==> src/pkg/ncr_pkg.sv <==
package ncr_pkg;
    // ----------------------------------------------------------------
    // Port addresses
    // ----------------------------------------------------------------
    localparam logic [15:0] ADDR_UPPER = 16'hBC72;
    localparam logic [15:0] ADDR_LOWER = 16'hB472;
    localparam logic [15:0] ADDR_MASK = 16'hC472;

    // ----------------------------------------------------------------
    // Field positions
    // ----------------------------------------------------------------
    localparam int BND_LSB = 4;
    localparam int SREF_BIT = 3;
    localparam int GATE_BIT = 2;
    localparam int PEND_BIT = 1;
    localparam int SNOOP_BIT = 0;
    localparam int CDRV_LSB = 10;
    localparam int MASK_W = 10;

    // ----------------------------------------------------------------
    // Reset values
    // ----------------------------------------------------------------
    localparam logic [11:0] BND_RST = 12'h000;
    localparam logic [9:0] MASK_RST = 10'h000;
    localparam logic [1:0] CDRV_RST = 2'h0;
    localparam logic [1:0] CDRV_DEFAULT = 2'h0;

    // ----------------------------------------------------------------
    // Fixed regions, 4 KB page numbers A23:12; mask blocks as 16 KB block numbers A19:14
    // ----------------------------------------------------------------
    localparam logic [11:0] VMEM_LO = 12'h0A0;
    localparam logic [11:0] VMEM_HI = 12'h0BF;
    localparam logic [11:0] VBIOS_LO_C = 12'h0C0;
    localparam logic [11:0] VBIOS_HI_C = 12'h0C7;
    localparam logic [11:0] VBIOS_LO_E = 12'h0E0;
    localparam logic [11:0] VBIOS_HI_E = 12'h0EF;
    localparam logic [11:0] SBIOS_LO = 12'h0F0;
    localparam logic [11:0] SBIOS_HI = 12'h0FF;
    localparam logic [5:0] MASK_BLK_FIRST = 6'h32;
    localparam logic [5:0] MASK_BLK_LAST = 6'h3B;

    // ----------------------------------------------------------------
    // Timing
    // ----------------------------------------------------------------
    localparam int CLK_NS = 10;
    localparam int REFRESH_NS = 15600;
    localparam int REFRESH_CYC = REFRESH_NS / CLK_NS;
    localparam int SLOW_REFRESH_MS = 120;
    localparam int SLOW_REFRESH_CYC = SLOW_REFRESH_MS * (1000000 / CLK_NS);
    localparam int STRETCH_NS = 100;
    localparam int STRETCH_CYC = (STRETCH_NS + CLK_NS - 1) / CLK_NS;
    localparam int TIMER_W = 24;
endpackage : ncr_pkg

==> src/verilog/ncr_tick_gen.sv <==
`timescale 1ns/1ns
module ncr_tick_gen #(
    parameter int unsigned CW = 24,
    parameter int unsigned PERIOD = 1560
) (
    input wire logic clock_i,
    input wire logic rst_n_i,
    output logic tick_o
);
    typedef struct packed {
        logic [CW-1:0] cnt;
        logic tick;
    } ncr_tick_s;

    ncr_tick_s s_r;
    ncr_tick_s s_nxt;

    always_comb begin
        s_nxt = s_r;
        s_nxt.tick = 1'b0;
        if (s_r.cnt == CW'(PERIOD - 1)) begin
            s_nxt.cnt = '0;
            s_nxt.tick = 1'b1;
        end else begin
            s_nxt.cnt = s_r.cnt + 1'b1;
        end
    end

    always_ff @(posedge clock_i or negedge rst_n_i) begin
        if (!rst_n_i) begin
            s_r <= '0;
        end else begin
            s_r <= s_nxt;
        end
    end

    assign tick_o = s_r.tick;
endmodule : ncr_tick_gen

==> src/verilog/ncr_range_hit.sv <==
`timescale 1ns/1ns
module ncr_range_hit #(
    parameter int unsigned AW = 12
) (
    input wire logic [AW-1:0] addr_i,
    input wire logic [AW-1:0] lo_i,
    input wire logic [AW-1:0] hi_i,
    input wire logic en_i,
    output logic hit_o
);
    // Inclusive on both ends; an inverted pair never hits
    assign hit_o = en_i && (addr_i >= lo_i) && (addr_i <= hi_i);
endmodule : ncr_range_hit

==> src/verilog/ncr_noncache_ctrl.sv <==
`timescale 1ns/1ns
module ncr_noncache_ctrl #(
    parameter int unsigned SLOW_REFRESH_CYCLES = ncr_pkg::SLOW_REFRESH_CYC,
    parameter int unsigned REFRESH_CYCLES = ncr_pkg::REFRESH_CYC,
    parameter int unsigned STRETCH_CYCLES = ncr_pkg::STRETCH_CYC
) (
    input wire logic clock_i,
    input wire logic rst_n_i,
    input wire logic [15:0] io_addr_i,
    input wire logic io_wr_i,
    input wire logic io_rd_i,
    input wire logic [15:0] io_wdata_i,
    output logic [15:0] io_rdata_o,
    input wire logic [23:0] mem_addr_i,
    input wire logic mem_start_i,
    input wire logic t2_end_i,
    input wire logic lookaside_ready_in_n_i,
    output logic cache_enable_out_n_o,
    output logic dram_cycle_go_o,
    input wire logic region1_en_i,
    input wire logic video_bios_nc_i,
    input wire logic video_bios_high_i,
    input wire logic sys_bios_nc_i,
    input wire logic core_strap_3v_i,
    output logic [1:0] core_drive_strength_o,
    input wire logic irq_req_i,
    output logic irq_cpu_o,
    input wire logic dma_cycle_start_i,
    output logic iochrdy_o,
    output logic iochrdy_oe_n_o,
    output logic refresh_req_o,
    output logic refresh_toggle_bit_o
);
    // ----------------------------------------------------------------
    // State
    // ----------------------------------------------------------------
    typedef struct packed {
        logic [11:0] upper;
        logic [11:0] lower;
        logic sref;
        logic gate_req;
        logic gate_act;
        logic snoop_en;
        logic [1:0] cdrv;
        logic [9:0] mask;
        logic [15:0] rdata;
        logic ken_n;
        logic cyc_open;
        logic lookaside_ready_in_seen;
        logic dram_go;
        logic irq_out;
        logic [7:0] stretch;
        logic chrdy_oe_n;
        logic refresh;
        logic toggle;
        logic [1:0] cdrv_out;
    } ncr_state_s;

    ncr_state_s s;
    ncr_state_s s_nxt;

    logic norm_tick;
    logic slow_tick;
    logic user_hit;
    logic vmem_hit;
    logic vbios_hit;
    logic sbios_hit;
    logic mask_hit;
    logic nc_now;
    logic [11:0] page;
    logic [5:0] blk_idx;
    logic [11:0] vb_lo;
    logic [11:0] vb_hi;

    // ----------------------------------------------------------------
    // Region decode
    // ----------------------------------------------------------------
    assign page = mem_addr_i[23:12];
    assign blk_idx = 6'(mem_addr_i[19:14] - ncr_pkg::MASK_BLK_FIRST);
    assign vb_lo = video_bios_high_i ? ncr_pkg::VBIOS_LO_E : ncr_pkg::VBIOS_LO_C;
    assign vb_hi = video_bios_high_i ? ncr_pkg::VBIOS_HI_E : ncr_pkg::VBIOS_HI_C;

    // user region, inverted limits disable it
    ncr_range_hit #(.AW(12)) u_user (
        .addr_i(page),
        .lo_i(s.lower),
        .hi_i(s.upper),
        .en_i(region1_en_i && !(s.upper < s.lower)),
        .hit_o(user_hit)
    );
    // Display memory is never cached; it changes behind the CPU
    ncr_range_hit #(.AW(12)) u_vmem (
        .addr_i(page),
        .lo_i(ncr_pkg::VMEM_LO),
        .hi_i(ncr_pkg::VMEM_HI),
        .en_i(1'b1),
        .hit_o(vmem_hit)
    );
    ncr_range_hit #(.AW(12)) u_vbios (
        .addr_i(page),
        .lo_i(vb_lo),
        .hi_i(vb_hi),
        .en_i(video_bios_nc_i),
        .hit_o(vbios_hit)
    );
    ncr_range_hit #(.AW(12)) u_sbios (
        .addr_i(page),
        .lo_i(ncr_pkg::SBIOS_LO),
        .hi_i(ncr_pkg::SBIOS_HI),
        .en_i(sys_bios_nc_i),
        .hit_o(sbios_hit)
    );

    // 16 KB block mask, zero blocks caching
    always_comb begin
        mask_hit = 1'b0;
        if (mem_addr_i[23:20] == 4'h0 && mem_addr_i[19:14] >= ncr_pkg::MASK_BLK_FIRST
                && mem_addr_i[19:14] <= ncr_pkg::MASK_BLK_LAST) begin
            mask_hit = !s.mask[blk_idx[3:0]];
        end
    end

    // any hit makes the access non-cachable
    assign nc_now = user_hit || vmem_hit || vbios_hit || sbios_hit || mask_hit;

    // ----------------------------------------------------------------
    // Refresh timers
    // ----------------------------------------------------------------
    ncr_tick_gen #(.CW(ncr_pkg::TIMER_W), .PERIOD(REFRESH_CYCLES)) u_norm (
        .clock_i(clock_i),
        .rst_n_i(rst_n_i),
        .tick_o(norm_tick)
    );
    ncr_tick_gen #(.CW(ncr_pkg::TIMER_W), .PERIOD(SLOW_REFRESH_CYCLES)) u_slow (
        .clock_i(clock_i),
        .rst_n_i(rst_n_i),
        .tick_o(slow_tick)
    );

    // ----------------------------------------------------------------
    // Next state
    // ----------------------------------------------------------------
    always_comb begin
        s_nxt = s;
        s_nxt.dram_go = 1'b0;
        s_nxt.rdata = 16'h0000;
        if (io_wr_i) begin
            if (io_addr_i == ncr_pkg::ADDR_UPPER) begin
                s_nxt.upper = io_wdata_i[15:ncr_pkg::BND_LSB];
                s_nxt.sref = io_wdata_i[ncr_pkg::SREF_BIT];
                s_nxt.gate_req = io_wdata_i[ncr_pkg::GATE_BIT];
                s_nxt.snoop_en = io_wdata_i[ncr_pkg::SNOOP_BIT];
            end else if (io_addr_i == ncr_pkg::ADDR_LOWER) begin
                s_nxt.lower = io_wdata_i[15:ncr_pkg::BND_LSB];
            end else if (io_addr_i == ncr_pkg::ADDR_MASK) begin
                s_nxt.cdrv = io_wdata_i[ncr_pkg::CDRV_LSB +: 2];
                s_nxt.mask = io_wdata_i[ncr_pkg::MASK_W-1:0];
            end
        end
        if (io_rd_i) begin
            if (io_addr_i == ncr_pkg::ADDR_UPPER) begin
                // pending while requested but not yet in force
                s_nxt.rdata = {s.upper, s.sref, s.gate_req, s.gate_req && !s.gate_act,
                    s.snoop_en};
            end else if (io_addr_i == ncr_pkg::ADDR_LOWER) begin
                s_nxt.rdata = {s.lower, 4'h0};
            end else if (io_addr_i == ncr_pkg::ADDR_MASK) begin
                s_nxt.rdata = {4'h0, s.cdrv, s.mask};
            end
        end
        // gate waits for an idle request line
        if (!s_nxt.gate_req) begin
            s_nxt.gate_act = 1'b0;
        end else if (!irq_req_i) begin
            s_nxt.gate_act = 1'b1;
        end
        s_nxt.irq_out = irq_req_i && !s_nxt.gate_act;
        // cache enable latched at cycle start
        if (mem_start_i) begin
            s_nxt.ken_n = nc_now;
            s_nxt.cyc_open = 1'b1;
            s_nxt.lookaside_ready_in_seen = !lookaside_ready_in_n_i;
        end else if (s.cyc_open && !lookaside_ready_in_n_i) begin
            s_nxt.lookaside_ready_in_seen = 1'b1;
        end
        // look-aside hit before T2 end kills the DRAM cycle
        if (s.cyc_open && t2_end_i && !mem_start_i) begin
            s_nxt.cyc_open = 1'b0;
            s_nxt.dram_go = !(s.lookaside_ready_in_seen || !lookaside_ready_in_n_i);
        end
        // hold IOCHRDY low for the snoop logic
        if (s.snoop_en && dma_cycle_start_i) begin
            s_nxt.stretch = 8'(STRETCH_CYCLES);
        end else if (s.stretch != 8'h00) begin
            s_nxt.stretch = s.stretch - 8'h01;
        end
        s_nxt.chrdy_oe_n = (s_nxt.stretch == 8'h00);
        // slow rate picks the long timer, toggle keeps normal rate
        s_nxt.refresh = s.sref ? slow_tick : norm_tick;
        if (norm_tick) begin
            s_nxt.toggle = !s.toggle;
        end
        // strength field only counts with a 3 V core
        s_nxt.cdrv_out = core_strap_3v_i ? s.cdrv : ncr_pkg::CDRV_DEFAULT;
    end

    // ----------------------------------------------------------------
    // Registers
    // ----------------------------------------------------------------
    always_ff @(posedge clock_i or negedge rst_n_i) begin
        if (!rst_n_i) begin
            // boundaries and mask zero: all ten mask blocks non-cachable; low and extended memory cache, except page 0 while region1_en_i is set
            s <= '0;
            s.upper <= ncr_pkg::BND_RST;
            s.lower <= ncr_pkg::BND_RST;
            s.mask <= ncr_pkg::MASK_RST;
            s.cdrv <= ncr_pkg::CDRV_RST;
            s.chrdy_oe_n <= 1'b1;
        end else begin
            s <= s_nxt;
        end
    end

    assign io_rdata_o = s.rdata;
    assign cache_enable_out_n_o = s.ken_n;
    assign dram_cycle_go_o = s.dram_go;
    assign core_drive_strength_o = s.cdrv_out;
    assign irq_cpu_o = s.irq_out;
    // Open drain: only ever pulls low
    assign iochrdy_o = 1'b0;
    assign iochrdy_oe_n_o = s.chrdy_oe_n;
    assign refresh_req_o = s.refresh;
    assign refresh_toggle_bit_o = s.toggle;
endmodule : ncr_noncache_ctrl

==> config.mk <==
export PLATFORM = sky130hd
export DESIGN_NAME = ncr_noncache_ctrl
export DESIGN_NICKNAME = d
export VERILOG_FILES = /design/src/pkg/ncr_pkg.sv /design/src/verilog/ncr_tick_gen.sv /design/src/verilog/ncr_range_hit.sv /design/src/verilog/ncr_noncache_ctrl.sv
export SDC_FILE = /design/constraint.sdc
export NUM_CORES = 1
export LEC_CHECK = 0
export BUFFER_PORTS_ARGS = -buffer_cell sky130_fd_sc_hd__buf_2
export CORE_MARGIN = 3
export CORE_UTILIZATION = 48
export CTS_BUF_LIST = sky130_fd_sc_hd__clkbuf_16
export DETAILED_ROUTE_END_ITERATION = 6
export PLACE_DENSITY = 0.69
export SYNTH_ARGS = -nofsm -noshare
export SYNTH_HDL_FRONTEND = slang
export SYNTH_SLANG_ARGS = --single-unit
==> constraint.sdc <==
create_clock -name clock_i -period 2.1 [get_ports clock_i]
set_input_delay 0.42 -clock clock_i [delete_from_list [all_inputs] [get_ports clock_i]]
set_output_delay 0.42 -clock clock_i [all_outputs]
set_load 0.02 [all_outputs]
==> flow_summary.ini, run 1 <==
[finish]
synthToLayoutAreaGrowth_pct = 18.7
seq_area_um2 = 3100
final_nets = 812
fillers = 1092
fin_cells = 887
multi_input_area_um2 = 3140
antennaDiodeCount = 0
drive_above_1_share_pct = 25.9

[logic_synthesis]
ys_warn_count = 0
ys_types = 58
mappedNetlistNets = 719
ys.flop_type = dfrtp_1
synth_edf_count = 0
synth_top_cell_by_area = dfrtp_1
synth_area_leaders = dfrtp_1 (47%), ha_1 (8.4%), mux2_2 (4.5%)
synth_top_area_share_pct = 47.0
synth-seq-cells = 124
syn_avg_cell_area_um2 = 10.8
ys_seq_area_share_pct = 47.4
synth_cells = 605
synthesis.area_um2 = 6550
synth-async-reset-ratio_pct = 100
synthMostInstantiatedCell = dfrtp_1
ys_top_cells_by_count = dfrtp_1 (123), nor2_1 (46), ha_1 (44)

[drt]
postRouteAntennaNets = 0
drt_iter0_drc = 254
vias = 4720
routed_wl_mm = 14.1
drt_first_pass_iters = 6
drc_errors = 0
wire_per_inst_um = 15.9
vias_per_cell = 5.32

[run_status]
status = completed

[clocking]
clk_latency_ps = 410
clk_pin_slew_worst_paths_ps = 60
cts_buffers = 17
ctsHtreeMaxLevel = 4
clkSinkCount = 124
cts_root_buf = clkbuf_16
clockBufferDepth = 2
cts_tree = yes

[power]
power_w = 0.00563
leakage_nw = 3.77
peakVddDrop_mv = 0.839
power.density_nw_per_um2 = 723

[global_routing]
grt_pass1_wl_mm = 23.6
grt_pass1_vias = 4942
grt_use_total_pct = 20.0
antenna_found_initial = 2
globalRouteOverflowTotal = 0
grt_start_max_net_pins = 46

[setup_path]
r2r.worst_path.cells = 8
criticalPathCategory = in2reg
crit_path_start = io_addr_i[0]
arrival_ps = 2330
regToRegEndpoint = cache_enable_out_n_o
r2r_start = s[63]
critical_path.max_fanout = 9
crit_chain = buf_2, or4b_4, or4_4, nor2_8, nand2_4, buf_12, mux2_4
max_stage_delay_ps = 550
cp.required_ps = 2380
start_kind = primary input
cpMaxStageDelayCell = or4_4
r2r_slack_ps = 130
cp-endpoint = s[69]
cp-end-kind = flop

[sta]
post-route-period-util_pct = 97.3
clock_skew_ps = 8.22
fmax_mhz = 490
whs_ps = 206
period_needed_ps = 2040
rsz0062_at_grt = no
finalSetupViolCount = 0
hold_viol = 0
maxSlewViolCount = 0
setup_ws_ps = 57.4

[place]
gp_congestion = 0.815
dp_hpwl_mm = 10.5
io_buffers = 81
place_inst = 854
place_worst_setup_slack_ps = -360

[floorplan]
io_pins = 95
coreArea_um2 = 13300
rows = 42
fp.dieW_um = 123
die_area_um2 = 15100
initial_utilization_pct = 49.3
die_y_um = 123

[run]
cap_viol_max_count = 0

[worst_hold_path]
hold_path_class = in2reg
## layout make-up
class | instances | area share (%)
multi-input combinational | 415 | 40.3
sequential | 124 | 39.9
timing repair buffer | 103 | 8.04
clock buffer | 17 | 5.47
tap | 176 | 2.83
inverter | 37 | 1.79
clock inverter | 15 | 1.64
## worst min path at each step
| stage | to | start | cells past startpoint |
|---|---|---|---|
| finish | s[15] | lookaside_ready_in_n_i | 2 |
| floorplan | cache_enable_out_n_o | rst_n_i | 0 |
| CTS | s[15] | lookaside_ready_in_n_i | 2 |
| global placement | dram_cycle_go_o | rst_n_i | 1 |
| detailed placement | s[15] | rst_n_i | 1 |
| global route | s[15] | lookaside_ready_in_n_i | 2 |
## registers in the layout, summed over array words and instances (netlist names)
signal,flops
cache_enable_out_n_o,1
core_drive_strength_o,2
dram_cycle_go_o,1
io_rdata_o,16
iochrdy_oe_n_o,1
irq_cpu_o,1
refresh_req_o,1
refresh_toggle_bit_o,1
s,50
u_norm.s_r,24
u_norm.tick_o,1
u_slow.s_r,24
u_slow.tick_o,1
## power by group
group	switching, W	total [W]	internal [W]
sequential	0.0000607	0.00251	0.00245
clock	0.00107	0.00269	0.00162
combinational	0.000242	0.000427	0.000185
total	0.00138	0.00563	0.00425
## layout by cell type, fill, tap and decap left out, types with 5 or more instances in the layout
master      Yosys  layout
nor4_1          8       6
clkinvlp_4      0       5
nand4_1        21      21
o21ai_0        13      13
a21oi_1        19      19
xnor2_1        23      23
nor2_1         46      46
buf_2           2      80
clkbuf_16       0      17
ha_1           44      44
nand2b_1        6       6
buf_4          20      18
nor2b_1        21      21
nand3_1        19      19
and3_1          6       6
nor3_1         10      10
nand2_1        43      42
xor2_1         25      25
a21o_1          7       7
clkinv_2        0       5
dfrtp_1       123     123
inv_1          37      37
a22oi_1         7       7
mux2_2         26      26
a222oi_1        8       8
mux2_4         11      11
## critical path: cells and delay by family
| kind | cells | cell delay, ps |
|---|---|---|
| simple gates | 4 | 1340 |
| mux | 1 | 290 |
| buf+inv | 2 | 260 |
## timing repair
item                                   4_1_cts  5_1_grt
setup endpoints to repair                    0        1
endpoints found under the hold margin       11        0
hold buffers                                 1        0
resized for setup                            0        1
setup buffers                                0        0
## stage by stage
step / util (%) / instance area (µm²) / setup TNS (ps)
after floorplan: - / 6570 / -5710
after global placement: 54.2 / 7210 / -13240
after detailed placement: 54.2 / 7210 / -13820
after CTS: 58.5 / 7770 / 0
after global routing: 58.5 / 7780 / 0
final: 58.5 / 7780 / 0
## layer usage
metal | wire [µm] | global-route usage (%)
met1 | 6010 | 24.1
met3 | 623 | 5.62
met5 | 21 | 0
met2 | 7340 | 35.3
met4 | 75 | 4.76
## cell families after synthesis
group           Yosys count  synth area share (%)
fa+ha+maj                44                  8.40
compound gates           71                  7.37
mux                      45                  8.65
buf+inv                  66                  5.08
flops                   124                  47.4
other cells               1                0.0572
xor+xnor                 48                  6.41
simple gates            206                  16.7
No activity file was read; power rests on OpenSTA's default activity.
==> inputs of run 2 (changes only) <==
Settings changed: PLACE_DENSITY 0.69 to 0.78.
==> flow_summary.ini, run 2 (same netlist as run 1, synthesis figures left out) <==
[floorplan]
rows = 42
die_y_um = 123
io_pins = 95
fp.dieW_um = 123
coreArea_um2 = 13300
initial_utilization_pct = 49.3
die_area_um2 = 15100

[finish]
synthToLayoutAreaGrowth_pct = 18.6
regMostFlops = s
drive_above_1_share_pct = 25.0
layout_common_cells = dfrtp_1 (123), buf_2 (80), nor2_1 (46)
antennaDiodeCount = 0
fillers = 1059
reg_top3 = s: 50 flops, u_norm.s_r: 24 flops, u_slow.s_r: 24 flops
finalInstanceArea_um2 = 7770
largest_reg_flops = 50
final_common_cell = dfrtp_1
final_nets = 813

[setup_path]
cpLargestDelayFamily = simple AND/OR/NAND/NOR gates
regToRegEndpoint = cache_enable_out_n_o
cp-end-kind = flop
critical_path.max_fanout = 12
crit_path_start = io_addr_i[0]
crit_chain = buf_2, or4b_4, or4_4, nor2_4, nand2_2, mux2_1
max_stage_delay_ps = 550
criticalPathCategory = in2reg
cpMaxStageDelayCell = or4_4
start_kind = primary input
arrival_ps = 2330
r2r_start = s[63]
path_buf_inv = 1
r2r.worst_path.cells = 8
r2r_slack_ps = 140
cp.required_ps = 2390

[sta]
fin_setup_tns_ps = 0
maxSlewViolCount = 0
hold_viol = 0
rsz0062_at_grt = no
fmax_mhz = 489
post-route-period-util_pct = 97.3
period_needed_ps = 2040
finalSetupViolCount = 0
whs_ps = 180
clock_skew_ps = 9.79
setup_ws_ps = 56.6

[drt]
wire_per_inst_um = 16.1
vias = 4852
drc_errors = 0
postRouteAntennaNets = 0
routed_wl_mm = 14.2
drt_iter0_drc = 265
drt_first_pass_iters = 5
vias_per_cell = 5.47

[place]
io_buffers = 81
place_worst_setup_slack_ps = -355
dpl-instance-area_um2 = 7220
dp_hpwl_mm = 10.6
gp_congestion = 0.841

[power]
leakage_nw = 3.79
peakVddDrop_mv = 0.677
power.density_nw_per_um2 = 721

[clocking]
ctsHtreeMaxLevel = 4
cts_root_buf = clkbuf_16
cts_tree = yes
clk_pin_slew_worst_paths_ps = 50
clk_latency_ps = 410
cts_buffers = 17
cts_setup_buffers = 0
clkSinkCount = 124
clockBufferDepth = 2

[run_status]
status = completed

[worst_hold_path]
min_from = irq_req_i
min_to = s[47]
hold_path_class = in2reg
holdPathStages = 2

[global_routing]
grt_use_total_pct = 19.9
grt_start_max_net_pins = 42
grt_pass1_vias = 4933
grt_pass1_wl_mm = 23.1
globalRouteOverflowTotal = 0
antenna_found_initial = 2

[run]
cap_viol_max_count = 0
==> run 2: cell count changes in the layout (fill, tap and decap cells not counted), moves of 2 or more <==
cell,previous run,this run
clkinv_4,4,0
clkinvlp_4,5,1
inv_1,37,41
clkinv_1,0,2
==> run 2: how the worst max path moves through the flow <==
| stage | to | depth (start not counted) | slack (ps) |
|---|---|---|---|
| 2_1_floorplan | s[46] | 6 | -210 |
| 6_report | s[59] | 6 | 60 |
| 3_5_place_dp | s[59] | 6 | -360 |
| 4_1_cts | s[59] | 6 | 90 |
| 3_3_place_gp | s[59] | 6 | -330 |
| 5_1_grt | s[59] | 6 | 20 |
==> run 2: power by group <==
| part | switching [W] | internal, W |
|---|---|---|
| clock | 0.000965 | 0.00169 |
| sequential | 0.0000601 | 0.00245 |
| combinational | 0.000249 | 0.000188 |
| total | 0.00127 | 0.00433 |
==> run 2: layout make-up <==
| cell class | count | area, µm² | area share [%] |
|---|---|---|---|
| inverters | 37 | 139 | 1.79 |
| well taps | 176 | 220 | 2.83 |
| clock inverters | 14 | 115 | 1.48 |
| clock buffers | 17 | 425 | 5.47 |
| repair buffers | 104 | 633 | 8.14 |
| multi-input cells | 415 | 3140 | 40.4 |
| flip-flops and latches | 124 | 3100 | 39.9 |
==> run 2: what timing repair did <==
action	4_1_cts	5_1_grt
endpoints found under the hold margin	21	0
setup endpoints to repair	0	2
hold buffers	1	0
gates resized for setup	0	2
==> run 2: layer usage <==
| metal | routed length [µm] | GRT usage [%] | vias up |
|---|---|---|---|
| met5 | 27 | 0 | - |
| met1 | 5900 | 23.5 | 2377 |
| li1 | - | - | 2301 |
| met2 | 7330 | 34.1 | 144 |
| met4 | 242 | 9.03 | 4 |
| met3 | 747 | 4.93 | 26 |
==> run 2: per-stage QoR <==
step / total power (W) / std cells / util [%]
6_report: 0.00560 / 887 / 58.5
5_1_grt: 0.00583 / 887 / 58.5
4_1_cts: 0.00566 / 887 / 58.4
3_5_place_dp: 0.00297 / 855 / 54.3
3_3_place_gp: 0.00294 / 855 / 54.3
2_1_floorplan: 0.00275 / 605 / -
==> run 2: worst reg2reg max path, delay by kind of cell (launching register included) <==
family,cells,cell delay (ps)
AND/OR/NAND/NOR,2,220
adder cells (fa/ha/maj),1,280
AO/OA/AOI/OAI,4,900
flip-flops,1,400
buffers and inverters,1,60
